$ cat config.mk
export PLATFORM = sky130hd
export DESIGN_NAME = lpw_ctrl
export DESIGN_NICKNAME = d
export VERILOG_FILES = /design/src/lpw_bkp.v /design/src/lpw_ctrl.v
export VERILOG_INCLUDE_DIRS = /design/src
export SDC_FILE = /design/constraint.sdc
export NUM_CORES = 1
export LEC_CHECK = 0
export ABC_AREA = 0
export BUFFER_PORTS_ARGS = -buffer_cell sky130_fd_sc_hd__buf_2
export CORE_MARGIN = 2
export CORE_UTILIZATION = 30
export CTS_CLUSTER_DIAMETER = 40
export DETAILED_ROUTE_END_ITERATION = 10
export GPL_TIMING_DRIVEN = 0
export MAX_ROUTING_LAYER = met4
export PLACE_DENSITY = 0.45
export SLEW_MARGIN = 10
export SYNTH_ARGS = -nofsm -noshare
export SYNTH_HDL_FRONTEND = slang
export SYNTH_SLANG_ARGS = --single-unit
export TNS_END_PERCENT = 100
$ cat constraint.sdc
create_clock -name CLK -period 1.95 [get_ports CLK]
set_input_delay 0 -clock CLK [delete_from_list [all_inputs] [get_ports CLK]]
set_output_delay 0 -clock CLK [all_outputs]
set_load 0.02 [all_outputs]
$ cat src/lpw_defines.vh
`ifndef LPW_DEFINES_VH
`define LPW_DEFINES_VH

// Register byte offsets, backup page number and backup word count
`define LPW_OFS_CTRL      12'h000
`define LPW_OFS_STAT      12'h004
`define LPW_OFS_IRQ_STAT  12'h008
`define LPW_OFS_IRQ_MASK  12'h00c
`define LPW_OFS_PCLK      12'h010
`define LPW_OFS_BKP_PAGE  4'h1
`define LPW_BKP_WORDS     20

// Control register fields
`define LPW_C_ULP         0
`define LPW_C_FWU         1
`define LPW_C_VOS_LO      2
`define LPW_C_VOS_HI      3
`define LPW_C_LOW_POWER_RUN_SELECT       4
`define LPW_C_WAKE_PIN2_ENABLE       5
`define LPW_C_WAKE_PIN3_ENABLE       6
`define LPW_C_MODE_LO     8
`define LPW_C_MODE_HI     9
`define LPW_C_LPSLEEP     10
`define LPW_CTRL_W        11
`define LPW_CTRL_RST      11'h004

// Status register fields
`define LPW_S_REFRDY      0
`define LPW_S_REGULATOR_CHANGING_FLAG        1
`define LPW_S_IN_LOW_POWER_RUN_FLAG       2
`define LPW_S_STATE_LO    4
`define LPW_S_STATE_HI    6
`define LPW_S_SRC_LO      8
`define LPW_S_SRC_HI      11

// Interrupt status fields
`define LPW_I_WAKE        0
`define LPW_I_RANGE       1
`define LPW_I_TAMPER      2
`define LPW_IRQ_W         3
`define LPW_IRQ_RST       3'h0

// Low-power mode requests
`define LPW_MODE_SLEEP    2'h0
`define LPW_MODE_STOP     2'h1
`define LPW_MODE_STBY     2'h2

// Regulator range after reset
`define LPW_RANGE_RST     2'h1

// Wake-up source codes
`define LPW_SRC_NONE      4'h0
`define LPW_SRC_PERIPH    4'h1
`define LPW_SRC_EXTERNAL_INTERRUPT_LINE      4'h2
`define LPW_SRC_PIN2      4'h3
`define LPW_SRC_PIN3      4'h4
`define LPW_SRC_ALARM_A   4'h5
`define LPW_SRC_ALARM_B   4'h6
`define LPW_SRC_WAKE_TMR  4'h7
`define LPW_SRC_TAMPER    4'h8
`define LPW_SRC_TSTAMP    4'h9
`define LPW_SRC_RST_PIN   4'ha
`define LPW_SRC_WDOG      4'hb

// Timing
`define LPW_CLK_MHZ         50
`define LPW_REF_START_NS    3000
`define LPW_RANGE_SETTLE_NS 1000
`define LPW_REF_CYC \
    ((`LPW_REF_START_NS * `LPW_CLK_MHZ + 999) / 1000)
`define LPW_SETTLE_CYC \
    ((`LPW_RANGE_SETTLE_NS * `LPW_CLK_MHZ + 999) / 1000)

`endif
$ cat src/lpw_bkp.v
`timescale 1ns/1ps
`include "lpw_defines.vh"

module lpw_bkp #(
    parameter WORDS = `LPW_BKP_WORDS
) (
    input  wire        clk,
    input  wire        arst_n,
    input  wire        clr,
    input  wire        we,
    input  wire [4:0]  waddr,
    input  wire [31:0] wdata,
    input  wire [4:0]  raddr,
    output wire [31:0] rdata
);
    reg [31:0] mem_q [0:WORDS-1];

    genvar i;
    generate
        for (i = 0; i < WORDS; i = i + 1)
        begin : g_word
            localparam [4:0] IDX = i;
            always @(posedge clk or negedge arst_n)
            begin
                if (!arst_n)
                    mem_q[i] <= 32'h0;
                else if (clr)
                    mem_q[i] <= 32'h0;
                else if (we && waddr == IDX)
                    mem_q[i] <= wdata;
            end
        end
    endgenerate

    assign rdata = (raddr < WORDS) ? mem_q[raddr] : 32'h0;
endmodule

$ cat src/lpw_ctrl.v
`timescale 1ns/1ps
`include "lpw_defines.vh"

module lpw_ctrl #(
    parameter NPER  = 8,
    parameter NEXTI = 16
) (
    input  wire             CLK,
    input  wire             ARST_N,
    input  wire             HSEL,
    input  wire [11:0]      HADDR,
    input  wire [1:0]       HTRANS,
    input  wire             HWRITE,
    input  wire [2:0]       HSIZE,
    input  wire [31:0]      HWDATA,
    input  wire             HREADY,
    output wire             HREADYOUT,
    output wire             HRESP,
    output wire [31:0]      HRDATA,
    input  wire             CORE_SLEEP_REQ,
    input  wire [NPER-1:0]  PERIPH_IRQ,
    input  wire [NPER-1:0]  PERIPH_WAKE,
    input  wire [NEXTI-1:0] EXTERNAL_INTERRUPT_LINE_LINE,
    input  wire             WAKE_PIN2,
    input  wire             WAKE_PIN3,
    input  wire             CAL_ALARM_A,
    input  wire             CAL_ALARM_B,
    input  wire             CAL_WAKE_TIMER,
    input  wire             CAL_TAMPER,
    input  wire             CAL_TIMESTAMP,
    input  wire             EXT_RESET_PIN_N,
    input  wire             WATCHDOG_RESET,
    output wire             CORE_HALT,
    output wire             CORE_CLK_EN,
    output wire [NPER-1:0]  PCLK_EN,
    output wire             REF_EN,
    output wire             VCORE_EN,
    output wire [1:0]       REG_RANGE,
    output wire             LP_RUN,
    output wire             STBY_RESET_REQ,
    output wire             IRQ
);
    localparam [2:0] ST_RUN   = 3'h0;
    localparam [2:0] ST_SLEEP = 3'h1;
    localparam [2:0] ST_STOP  = 3'h2;
    localparam [2:0] ST_STBY  = 3'h3;
    localparam [2:0] ST_WAKE  = 3'h4;

    localparam        AW       = NEXTI + 9;
    localparam [15:0] REF_CYC  = `LPW_REF_CYC;
    localparam [15:0] SETL_CYC = `LPW_SETTLE_CYC;

    // Async input synchronisers
    wire [AW-1:0] asy_in;
    reg  [AW-1:0] sy1_q;
    reg  [AW-1:0] sy2_q;
    reg  [AW-1:0] sy3_q;

    assign asy_in = {WATCHDOG_RESET, ~EXT_RESET_PIN_N, CAL_TIMESTAMP,
                     CAL_TAMPER, CAL_WAKE_TIMER, CAL_ALARM_B,
                     CAL_ALARM_A, WAKE_PIN3, WAKE_PIN2, EXTERNAL_INTERRUPT_LINE_LINE};

    always @(posedge CLK or negedge ARST_N)
    begin
        if (!ARST_N)
        begin
            sy1_q <= {AW{1'b0}};
            sy2_q <= {AW{1'b0}};
            sy3_q <= {AW{1'b0}};
        end
        else
        begin
            sy1_q <= asy_in;
            sy2_q <= sy1_q;
            sy3_q <= sy2_q;
        end
    end

    wire external_interrupt_line_any  = |sy2_q[NEXTI-1:0];
    wire pin2_rise = sy2_q[NEXTI] & ~sy3_q[NEXTI];
    wire pin3_rise = sy2_q[NEXTI+1] & ~sy3_q[NEXTI+1];
    wire alarm_a   = sy2_q[NEXTI+2];
    wire alarm_b   = sy2_q[NEXTI+3];
    wire wake_tmr  = sy2_q[NEXTI+4];
    wire tamper    = sy2_q[NEXTI+5];
    wire tamper_rs = sy2_q[NEXTI+5] & ~sy3_q[NEXTI+5];
    wire tstamp    = sy2_q[NEXTI+6];
    wire rst_pin   = sy2_q[NEXTI+7];
    wire wdog      = sy2_q[NEXTI+8];

    // Registers
    reg [`LPW_CTRL_W-1:0] ctrl_q;
    reg [NPER-1:0]        pclk_reg_q;
    reg [`LPW_IRQ_W-1:0]  irq_stat_q;
    reg [`LPW_IRQ_W-1:0]  irq_mask_q;
    reg                   irq_q;

    wire       c_ulp     = ctrl_q[`LPW_C_ULP];
    wire       c_fwu     = ctrl_q[`LPW_C_FWU];
    wire [1:0] c_vos     = ctrl_q[`LPW_C_VOS_HI:`LPW_C_VOS_LO];
    wire       c_low_power_run_select   = ctrl_q[`LPW_C_LOW_POWER_RUN_SELECT];
    wire       c_wake_pin2_enable   = ctrl_q[`LPW_C_WAKE_PIN2_ENABLE];
    wire       c_wake_pin3_enable   = ctrl_q[`LPW_C_WAKE_PIN3_ENABLE];
    wire [1:0] c_mode    = ctrl_q[`LPW_C_MODE_HI:`LPW_C_MODE_LO];
    wire       c_lpsleep = ctrl_q[`LPW_C_LPSLEEP];

    // AHB-Lite slave
    reg         wr_pend_q;
    reg [11:0]  wr_addr_q;
    reg [31:0]  hrdata_q;
    reg [31:0]  rd_mux;
    reg [31:0]  stat_w;
    wire [31:0] bkp_rdata;

    wire ap_sel  = HSEL & HTRANS[1] & (HSIZE == 3'h2);
    wire rd_wait = wr_pend_q & ap_sel & ~HWRITE;
    wire ap      = ap_sel & HREADY & ~rd_wait;
    wire wr_do   = wr_pend_q;

    wire wr_ctrl = wr_do & (wr_addr_q == `LPW_OFS_CTRL);
    wire wr_ist  = wr_do & (wr_addr_q == `LPW_OFS_IRQ_STAT);
    wire wr_imsk = wr_do & (wr_addr_q == `LPW_OFS_IRQ_MASK);
    wire wr_pclk = wr_do & (wr_addr_q == `LPW_OFS_PCLK);
    wire wr_bkp  = wr_do & (wr_addr_q[11:8] == `LPW_OFS_BKP_PAGE)
                   & ~wr_addr_q[7];

    assign HREADYOUT = ~rd_wait;
    assign HRESP     = 1'b0;
    assign HRDATA    = hrdata_q;

    // Power state
    reg [2:0]  st_q;
    reg [2:0]  st_d;
    reg [3:0]  src_q;
    reg [3:0]  src_d;
    reg [15:0] ref_cnt_q;
    reg [1:0]  range_q;
    reg        regulator_changing_flag_q;
    reg [15:0] setl_cnt_q;
    reg        in_low_power_run_flag_q;
    reg        halt_q;
    reg        cclk_q;
    reg        vcore_q;
    reg        ref_q;
    reg        srst_q;
    reg [NPER-1:0] pclk_q;

    wire ref_rdy  = (ref_cnt_q == REF_CYC);
    wire ref_on_d = ~(c_ulp & (st_d == ST_STOP | st_d == ST_STBY));
    wire ev_wake  = (st_q == ST_SLEEP | st_q == ST_WAKE) & (st_d == ST_RUN);
    wire ev_range = regulator_changing_flag_q & (setl_cnt_q == SETL_CYC - 16'h1);

    always @*
    begin
        st_d  = st_q;
        src_d = src_q;
        case (st_q)
            ST_RUN:
            begin
                if (CORE_SLEEP_REQ)
                begin
                    case (c_mode)
                        `LPW_MODE_STOP: st_d = ST_STOP;
                        `LPW_MODE_STBY: st_d = ST_STBY;
                        default:        st_d = ST_SLEEP;
                    endcase
                end
            end
            ST_SLEEP:
            begin
                if (|PERIPH_IRQ | |PERIPH_WAKE)
                begin
                    st_d  = ST_RUN;
                    src_d = `LPW_SRC_PERIPH;
                end
            end
            ST_STOP:
            begin
                if (external_interrupt_line_any)
                begin
                    st_d  = ST_WAKE;
                    src_d = `LPW_SRC_EXTERNAL_INTERRUPT_LINE;
                end
            end
            ST_STBY:
            begin
                st_d = ST_WAKE;
                if (pin2_rise & c_wake_pin2_enable)
                    src_d = `LPW_SRC_PIN2;
                else if (pin3_rise & c_wake_pin3_enable)
                    src_d = `LPW_SRC_PIN3;
                else if (alarm_a)
                    src_d = `LPW_SRC_ALARM_A;
                else if (alarm_b)
                    src_d = `LPW_SRC_ALARM_B;
                else if (wake_tmr)
                    src_d = `LPW_SRC_WAKE_TMR;
                else if (tamper)
                    src_d = `LPW_SRC_TAMPER;
                else if (tstamp)
                    src_d = `LPW_SRC_TSTAMP;
                else if (rst_pin)
                    src_d = `LPW_SRC_RST_PIN;
                else if (wdog)
                    src_d = `LPW_SRC_WDOG;
                else
                    st_d = ST_STBY;
            end
            ST_WAKE:
            begin
                if (c_fwu | ref_rdy)
                    st_d = ST_RUN;
            end
            default:
                st_d = ST_RUN;
        endcase
    end

    always @(posedge CLK or negedge ARST_N)
    begin
        if (!ARST_N)
        begin
            st_q    <= ST_RUN;
            src_q   <= `LPW_SRC_NONE;
            halt_q  <= 1'b0;
            cclk_q  <= 1'b1;
            vcore_q <= 1'b1;
            ref_q   <= 1'b1;
            srst_q  <= 1'b0;
            in_low_power_run_flag_q <= 1'b0;
            pclk_q  <= {NPER{1'b1}};
        end
        else
        begin
            st_q    <= st_d;
            src_q   <= src_d;
            // Core released only once its clock has run in wake or sleep state
            halt_q  <= (st_d != ST_RUN);
            cclk_q  <= (st_d != ST_STOP) & (st_d != ST_STBY);
            vcore_q <= (st_d != ST_STBY);
            ref_q   <= ref_on_d;
            srst_q  <= (st_q == ST_STBY) & (st_d == ST_WAKE);
            in_low_power_run_flag_q <= c_low_power_run_select & ((st_d == ST_RUN) | (st_d == ST_SLEEP));
            if (st_d == ST_RUN)
                pclk_q <= pclk_reg_q;
            else if (st_d == ST_SLEEP & ~c_lpsleep)
                pclk_q <= pclk_reg_q;
            else
                pclk_q <= {NPER{1'b0}};
        end
    end

    // Reference start-up counter
    always @(posedge CLK or negedge ARST_N)
    begin
        if (!ARST_N)
            ref_cnt_q <= 16'h0;
        else if (!ref_q)
            ref_cnt_q <= 16'h0;
        else if (!ref_rdy)
            ref_cnt_q <= ref_cnt_q + 16'h1;
    end

    // Regulator range change
    always @(posedge CLK or negedge ARST_N)
    begin
        if (!ARST_N)
        begin
            range_q    <= `LPW_RANGE_RST;
            regulator_changing_flag_q     <= 1'b0;
            setl_cnt_q <= 16'h0;
        end
        else if (!regulator_changing_flag_q)
        begin
            setl_cnt_q <= 16'h0;
            if (c_vos != range_q)
                regulator_changing_flag_q <= 1'b1;
        end
        else if (ev_range)
        begin
            range_q <= c_vos;
            regulator_changing_flag_q  <= 1'b0;
        end
        else
            setl_cnt_q <= setl_cnt_q + 16'h1;
    end

    // Register writes and interrupts
    wire [`LPW_IRQ_W-1:0] ev_vec;

    assign ev_vec[`LPW_I_WAKE]   = ev_wake;
    assign ev_vec[`LPW_I_RANGE]  = ev_range;
    assign ev_vec[`LPW_I_TAMPER] = tamper_rs;

    always @(posedge CLK or negedge ARST_N)
    begin
        if (!ARST_N)
        begin
            ctrl_q     <= `LPW_CTRL_RST;
            pclk_reg_q <= {NPER{1'b1}};
            irq_stat_q <= `LPW_IRQ_RST;
            irq_mask_q <= `LPW_IRQ_RST;
            irq_q      <= 1'b0;
        end
        else
        begin
            if (wr_ctrl)
                ctrl_q <= HWDATA[`LPW_CTRL_W-1:0];
            if (wr_pclk)
                pclk_reg_q <= HWDATA[NPER-1:0];
            if (wr_imsk)
                irq_mask_q <= HWDATA[`LPW_IRQ_W-1:0];
            // Set wins over write-one-to-clear
            irq_stat_q <= (irq_stat_q
                           & ~({`LPW_IRQ_W{wr_ist}} & HWDATA[`LPW_IRQ_W-1:0]))
                          | ev_vec;
            irq_q <= |(irq_stat_q & irq_mask_q);
        end
    end

    // Status and read mux
    always @*
    begin
        stat_w = 32'h0;
        stat_w[`LPW_S_REFRDY] = ref_rdy;
        stat_w[`LPW_S_REGULATOR_CHANGING_FLAG]   = regulator_changing_flag_q;
        stat_w[`LPW_S_IN_LOW_POWER_RUN_FLAG]  = in_low_power_run_flag_q;
        stat_w[`LPW_S_STATE_HI:`LPW_S_STATE_LO] = st_q;
        stat_w[`LPW_S_SRC_HI:`LPW_S_SRC_LO]     = src_q;
    end

    always @*
    begin
        rd_mux = 32'h0;
        case (HADDR)
            `LPW_OFS_CTRL:     rd_mux[`LPW_CTRL_W-1:0] = ctrl_q;
            `LPW_OFS_STAT:     rd_mux = stat_w;
            `LPW_OFS_IRQ_STAT: rd_mux[`LPW_IRQ_W-1:0] = irq_stat_q;
            `LPW_OFS_IRQ_MASK: rd_mux[`LPW_IRQ_W-1:0] = irq_mask_q;
            `LPW_OFS_PCLK:     rd_mux[NPER-1:0] = pclk_reg_q;
            default:
            begin
                if (HADDR[11:8] == `LPW_OFS_BKP_PAGE & ~HADDR[7])
                    rd_mux = bkp_rdata;
            end
        endcase
    end

    always @(posedge CLK or negedge ARST_N)
    begin
        if (!ARST_N)
        begin
            wr_pend_q <= 1'b0;
            wr_addr_q <= 12'h0;
            hrdata_q  <= 32'h0;
        end
        else
        begin
            if (HREADY)
                wr_pend_q <= ap & HWRITE;
            if (ap)
                wr_addr_q <= HADDR;
            if (ap & ~HWRITE)
                hrdata_q <= rd_mux;
        end
    end

    lpw_bkp #(
        .WORDS (`LPW_BKP_WORDS)
    ) u_bkp (
        .clk    (CLK),
        .arst_n (ARST_N),
        .clr    (tamper),
        .we     (wr_bkp),
        .waddr  (wr_addr_q[6:2]),
        .wdata  (HWDATA),
        .raddr  (HADDR[6:2]),
        .rdata  (bkp_rdata)
    );

    assign CORE_HALT      = halt_q;
    assign CORE_CLK_EN    = cclk_q;
    assign PCLK_EN        = pclk_q;
    assign REF_EN         = ref_q;
    assign VCORE_EN       = vcore_q;
    assign REG_RANGE      = range_q;
    assign LP_RUN         = in_low_power_run_flag_q;
    assign STBY_RESET_REQ = srst_q;
    assign IRQ            = irq_q;
endmodule

==> results.sh, run 1 <==
export IMPL_status="finished with violations"
export IMPL_violations="negative setup slack"
export IMPL_fin_crit_ns=2.31
export IMPL_placedInstanceArea_um2=41000
export IMPL_place_gp_congestion=0.883
export IMPL_grt_overflow=0
export IMPL_crit_type="reg -> reg"
export IMPL_post_drt_wl_per_cell_um=27.4
export IMPL_critPathRequiredTime_ns=2.56
export IMPL_ys_seq_area_share_pct=54.5
export IMPL_fin_worst_skew_ns=0.0300
export IMPL_clock_tree_root_cell="clkbuf_16"
export IMPL_fin_crit_sh_pct=118
export IMPL_grt_max_degree=96
export IMPL_p_per_area_nw_per_um2=920
export IMPL_start_util_pct=30.1
export IMPL_synth_area_um2=37700
export IMPL_hold_depth=3
export IMPL_die_w_um=358
export IMPL_max_cap_viol_count=0
export IMPL_layout_drive_gt1_share_pct=32.0
export IMPL_slew_viol_final=0
export IMPL_grt_setup_unrepaired="true"
export IMPL_ys_top_cells_by_area="dfrtp_1 53%, nand2_1 13%, a21oi_1 8.6%, mux4_2 7.3%, clkbuf_1 3.0%"
export IMPL_holdPathEnd="wr_addr_q[1]$_DFFE_PN0P_"
export IMPL_cp_end_kind="register"
export IMPL_synth_top_cell_area_share_pct=53.1
export IMPL_fp_row_count=130
export IMPL_path_clk_slew_ns=0.06
export IMPL_slew_headroom_pct=26.4
export IMPL_nets=4514
export IMPL_die_h_um=358
export IMPL_grt_pass1_wl_um=240000
export IMPL_synthFlopType="dfrtp_1"
export IMPL_drcViolationCount=0
export IMPL_cp_slowest_cell="or4_4"
export IMPL_htree_levels=4
export IMPL_hold_ws_ns=0.0501
export IMPL_reg2reg_setup_slack_ns=-0.36
export IMPL_yosys_warnings=0
export IMPL_portBuffers=121
export IMPL_clock_fmax_ghz=0.433
export IMPL_r2r_end="u_bkp.mem_q[561]$_DFFE_PN0P_"
export IMPL_hold_viol=0
export IMPL_dr_pass1_iters=6
export IMPL_tightest_slew_ns=1.10
export IMPL_cts_tree="done"
export IMPL_fp_coreArea_um2=125000
export IMPL_crit_chain="nor4_4 > buf_12 > buf_6 > nand4_4 > or4_4 > buf_12 > clkbuf_16 > nand2_4 > a21oi_2"
export IMPL_timing_final_ws_setup_ns=-0.360
export IMPL_numCtsBuffers=140
export IMPL_dp_final_hpwl_um=112000
export IMPL_drt_first_iter_violations=3390
export IMPL_ff2ff_path_depth=9
export IMPL_async_reset_ff_share_pct=100
export IMPL_syn_inst=3910
export IMPL_syn_avg_cell_area_um2=9.63
export IMPL_ios=147
export IMPL_areaGrowthSynthToFinish_pct=40.4
export IMPL_synthesis_nets=4011
export IMPL_grtUsageTotal_pct=26.8
export IMPL_num_vias=33300
export IMPL_r2r_start="wr_addr_q[10]$_DFFE_PN0P_"
export IMPL_grt_pass1_vias=32600
export IMPL_critPathLaunchType="register"
export IMPL_clock_latency_ns=0.77
export IMPL_synth_edf_count=0
export IMPL_vdd_drop_max_mv=0.731
export IMPL_wirelength_um=169000
export IMPL_leakagePower_nw=21.9
export IMPL_cts_num_sinks=820
export IMPL_cts_buffer_depth=3
export IMPL_hp_start="HADDR[1]"
export IMPL_critPathMaxStageDelay_ns=0.46
export IMPL_synth_cell_types=73
export IMPL_antenna_found_initial=10
export IMPL_path_common_cell="buf_12"
export IMPL_post_drt_via_cell_ratio=5.38
export IMPL_postRouteAntennaNets=0
export IMPL_synth_area_leader_cell="dfrtp_1"
export IMPL_fin_area_um2=52900
export IMPL_critPathMaxFanout=8
export IMPL_cp_data_arrival_time_ns=2.92
export IMPL_setup_violations=691
export IMPL_hold_path_class="in -> reg"
export IMPL_ys_ff_latch=820
export IMPL_dieArea_um2=128000
[layout make-up]
class                   count  area [µm²]
repair buffers            383        3840
inverters                  23        86.3
flip-flops and latches    820       20600
diodes                      7        17.5
fillers                 12000       72200
clock inverters            86        1160
multi-input cells        2709       18200
well taps                1650        2060
plain buffers             336        3090
clock buffers             173        3860
[sequential cells by signal, summed over array words and instances (netlist names), 2 cells and up]
signal	cells
HRDATA	32
PCLK_EN	8
REG_RANGE	2
ctrl_q	11
irq_mask_q	3
irq_stat_q	3
pclk_reg_q	8
ref_cnt_q	16
setl_cnt_q	16
src_q	4
st_q	3
sy1_q	25
sy2_q	25
sy3_q	3
u_bkp.mem_q	640
wr_addr_q	12
[routing by layer]
layer / up-vias / global-route usage [%] / part of all wire (%)
li1: 14400 / - / -
met1: 17100 / 35.8 / 44
met2: 1468 / 40.4 / 45
met3: 347 / 5.59 / 7.5
met4: 0 / 9.44 / 3.7
met5: - / - / 0
[Yosys cell counts (all sizes together) (4+ instances only)]
master	number
a221oi	33
ha	5
a31oi	6
or2	13
a22oi	29
mux2i	77
xor2	14
a21oi	651
clkbuf	297
a21boi	11
o32ai	5
nor2	42
nand4	22
and2	12
mux4	122
nor3	17
buf	62
nand2	1351
o221ai	4
nand3	47
a222oi	4
dfrtp	799
xnor2	13
or4	6
nor3b	6
nand2b	12
inv	23
o21ai	36
mux2	41
a22o	22
nor4	25
nand3b	4
or3	12
dfstp	21
nor2b	18
[layout by cell type (no fill, tap or decap), drive strengths merged, types with 19 or more instances in the layout]
cell / synthesis / routed
a21oi: 651 / 651
a221oi: 33 / 33
a22o: 22 / 22
a22oi: 29 / 29
buf: 62 / 329
bufinv: 0 / 19
clkbuf: 297 / 448
clkinv: 0 / 37
dfrtp: 799 / 799
dfstp: 21 / 21
dlygate4sd3: 0 / 114
inv: 23 / 42
mux2: 41 / 41
mux2i: 77 / 77
mux4: 122 / 122
nand2: 1351 / 1351
nand3: 47 / 47
nand4: 22 / 23
nor2: 42 / 42
nor4: 25 / 25
o21ai: 36 / 36
[how the worst max path moves through the flow]
stage | end | from | slack (ns)
final | u_bkp.mem_q[561]$_DFFE_PN0P_ | wr_addr_q[10]$_DFFE_PN0P_ | -0.36
after global routing | u_bkp.mem_q[561]$_DFFE_PN0P_ | wr_addr_q[10]$_DFFE_PN0P_ | -0.42
after CTS | u_bkp.mem_q[497]$_DFFE_PN0P_ | wr_addr_q[7]$_DFFE_PN0P_ | -0.32
after detailed placement | HRDATA[4]$_DFFE_PN0P_ | wr_do$_DFFE_PN0P_ | -1.81
after global placement | u_bkp.mem_q[57]$_DFFE_PN0P_ | ARST_N | -18.49
after floorplan | PCLK_EN[0]$_DFF_PN1_ | st_q[0]$_DFF_PN0_ | -0.15
[critical path: cells and delay by family, from the launching register on]
family | cells | cell delay (ns)
simple gates | 4 | 0.98
flops | 1 | 0.40
compound gates | 1 | 0.05
buf+inv | 4 | 0.69
[stage by stage]
step / setup TNS (ns) / util (%) / power (mW) / instances / worst slack, ns
floorplan: -8.42 / - / 19.9 / 3910 / -0.154
global placement: - / 32.5 / 21.7 / 5681 / -18.49
detailed placement: -851.13 / 32.8 / 21.8 / 5695 / -1.81
CTS: -123.70 / 40.8 / 48.7 / 6141 / -0.316
global route: -197.29 / 42.3 / 50.1 / 6186 / -0.417
finish: -142.50 / 42.3 / 48.7 / 6187 / -0.360
[where the power goes]
group | internal (mW) | total, mW | switching (mW)
sequential | 17.5 | 17.9 | 0.425
combinational | 1.39 | 4.30 | 2.90
clock | 16.8 | 26.5 | 9.67
[logic make-up (layout without fill, tap and decap cells)]
| group | count (synthesis) | in the layout | share of synthesized area [%] |
|---|---|---|---|
| xor+xnor | 27 | 27 | 0.628 |
| flops | 820 | 820 | 54.5 |
| compound gates | 829 | 829 | 12.3 |
| fa+ha+maj | 5 | 5 | 0.166 |
| other cells | 1 | 8 | 0.00995 |
| mux | 240 | 240 | 10.6 |
| buf+inv | 382 | 1001 | 4.04 |
| simple gates | 1606 | 1607 | 17.7 |
[repair_timing]
item                       4_1_cts  5_1_grt
gates resized for setup        810      410
gates cloned                    25        8
setup buffers                   66       35
hold endpoints to repair       912       11
hold buffers                   114        1
pin swaps                      217      138
setup endpoints to repair      728      781
Power figures use the tool's default switching activity.
==> run 2, diff against run 1 <==
--- a/config.mk
+++ b/config.mk
@@ -16,3 +16,3 @@
 export MAX_ROUTING_LAYER = met4
-export PLACE_DENSITY = 0.45
+export PLACE_DENSITY = 0.55
 export SLEW_MARGIN = 10
==> constraint.sdc (replaced) <==
create_clock -name CLK -period 2.7 [get_ports CLK]
set_input_delay 0 -clock CLK [delete_from_list [all_inputs] [get_ports CLK]]
set_output_delay 0 -clock CLK [all_outputs]
set_load 0.1 [all_outputs]
==> results.sh, run 2 (same netlist as run 1, synthesis figures left out) <==
export IMPL_status="complete, no violations"
export IMPL_postRouteAntennaNets=0
export IMPL_grt_pass1_vias=31800
export IMPL_portBuffers=121
export IMPL_grt_setup_unrepaired="true"
export IMPL_clock_latency_ns=0.73
export IMPL_largest_register_ffs=640
export IMPL_hold_viol=0
export IMPL_cts_num_sinks=820
export IMPL_leakagePower_nw=18.8
export IMPL_fp_row_count=130
export IMPL_drcViolationCount=0
export IMPL_crit_type="in -> reg"
export IMPL_cp_data_arrival_time_ns=3.28
export IMPL_critPathRequiredTime_ns=3.29
export IMPL_vdd_drop_max_mv=0.502
export IMPL_mostFrequentLayoutCells="1351 x nand2_1, 799 x dfrtp_1, 650 x a21oi_1"
export IMPL_post_drt_wl_per_cell_um=24.3
export IMPL_wirelength_um=146000
export IMPL_clock_fmax_ghz=0.373
export IMPL_timing_final_ws_setup_ns=0.0160
export IMPL_dp_final_hpwl_um=102000
export IMPL_grtUsageTotal_pct=23.4
export IMPL_num_vias=32000
export IMPL_max_cap_viol_count=0
export IMPL_layout_drive_gt1_share_pct=16.5
export IMPL_nets=4362
export IMPL_antenna_found_initial=9
export IMPL_cp_end_kind="register"
export IMPL_hold_path_class="in -> reg"
export IMPL_grt_pass1_wl_um=215000
export IMPL_setup_violations=0
export IMPL_dp_slack_ns=-1.04
export IMPL_placedInstanceArea_um2=40600
export IMPL_fin_crit_ns=2.68
export IMPL_post_drt_via_cell_ratio=5.32
export IMPL_fp_coreArea_um2=125000
export IMPL_grt_max_degree=95
export IMPL_grt_overflow=0
export IMPL_htree_levels=3
export IMPL_p_per_area_nw_per_um2=693
export IMPL_cts_tree="done"
export IMPL_fin_area_um2=46000
export IMPL_dr_pass1_iters=6
export IMPL_fin_crit_sh_pct=99.4
export IMPL_cts_buffer_depth=3
export IMPL_die_h_um=358
export IMPL_path_clk_slew_ns=0.06
export IMPL_ios=147
export IMPL_critPathMaxFanout=10
export IMPL_final_util_pct=36.8
export IMPL_areaGrowthSynthToFinish_pct=22.2
export IMPL_totalPowerFinal_mw=31.9
export IMPL_critPathLaunchType="input port"
export IMPL_drt_first_iter_violations=3591
export IMPL_fin_worst_skew_ns=0.0426
export IMPL_slew_headroom_pct=18.8
export IMPL_place_gp_congestion=0.957
export IMPL_clock_tree_root_cell="clkbuf_16"
export IMPL_die_w_um=358
export IMPL_start_util_pct=30.1
export IMPL_dieArea_um2=128000
export IMPL_slew_viol_final=0
export IMPL_tightest_slew_ns=1.22
export IMPL_top_register="u_bkp.mem_q"
export IMPL_layout_commonest_cell="nand2_1"
export IMPL_numCtsBuffers=116
==> run 2: cell types whose count changed in the layout (fill, tap and decap cells not counted), moves of 74 or more <==
cell,before,now
nand2_1,1145,1351
a21oi_1,457,650
a21oi_2,193,0
nand2_4,154,0
clkbuf_1,104,234
clkbuf_16,192,117
buf_4,81,7
==> run 2: cell type report <==
class	count	area, µm²
Antenna cell	8	20.0
Multi-Input combinational cell	2708	15800
Timing Repair Buffer	239	1970
Fill cell	12600	79100
Sequential cell	820	20500
Buffer	353	1500
Clock buffer	141	3170
Tap cell	1650	2060
Inverter	23	86.3
Clock inverter	77	906
==> run 2: worst max-delay path, stage by stage <==
cell and delay (ns):
buf_2 0.10, clkbuf_1 0.42, or2_2 0.20, clkbuf_1 0.75
clkbuf_1 0.92, a221oi_1 0.08, o21ai_0 0.22, nand3_1 0.31
a21o_1 0.26
==> run 2: path summary, 6_finish.rpt <==
check | start | endpoint | slack (ns) | cells after the start
setup / recovery | HADDR[6] | HRDATA[11]$_DFFE_PN0P_ | 0.02 | 9
hold / removal | PERIPH_IRQ[2] | src_q[3]$_DFFE_PN0P_ | 0.05 | 5
setup reg to reg | sy2_q[21]$_DFF_PN0_ | u_bkp.mem_q[272]$_DFFE_PN0P_ | 0.02 | 5
hold reg to reg | sy1_q[12]$_DFF_PN0_ | sy2_q[12]$_DFF_PN0_ | 0.34 | 0
max in group asynchronous | ARST_N | u_bkp.mem_q[189]$_DFFE_PN0P_ | 0.48 | 7
min in group asynchronous | ARST_N | sy1_q[13]$_DFF_PN0_ | 0.41 | 4
==> run 2: power by group <==
group / switching, mW / total, mW / internal, mW
sequential: 0.291 / 12.9 / 12.6
clock: 6.26 / 16.0 / 9.77
combinational: 2.13 / 2.97 / 0.840
total: 8.69 / 31.9 / 23.2
==> run 2: per-layer routing <==
metal,part of all wire (%),track usage (%)
met1,42,30.6
met4,3.9,8.68
met3,9.3,5.71
met5,0,-
met2,45,35.0
==> run 2: through the flow <==
stage          hold WS, ns  setup TNS [ns]  cells
2_1_floorplan       -0.296               0   3910
3_3_place_gp         0.109               -   5681
3_5_place_dp      -0.00698         -219.47   5692
4_1_cts           0.000361               0   6011
5_1_grt             0.0724          -0.244   6015
6_report            0.0481               0   6019
==> run 2: repair_timing <==
item / 4_1_cts / 5_1_grt
hold endpoints to repair: 783 / 0
hold buffers: 100 / 0
gates resized for setup: 47 / 98
setup endpoints to repair: 648 / 397
pin swaps: 2 / 2
buffers inserted: 6 / 1
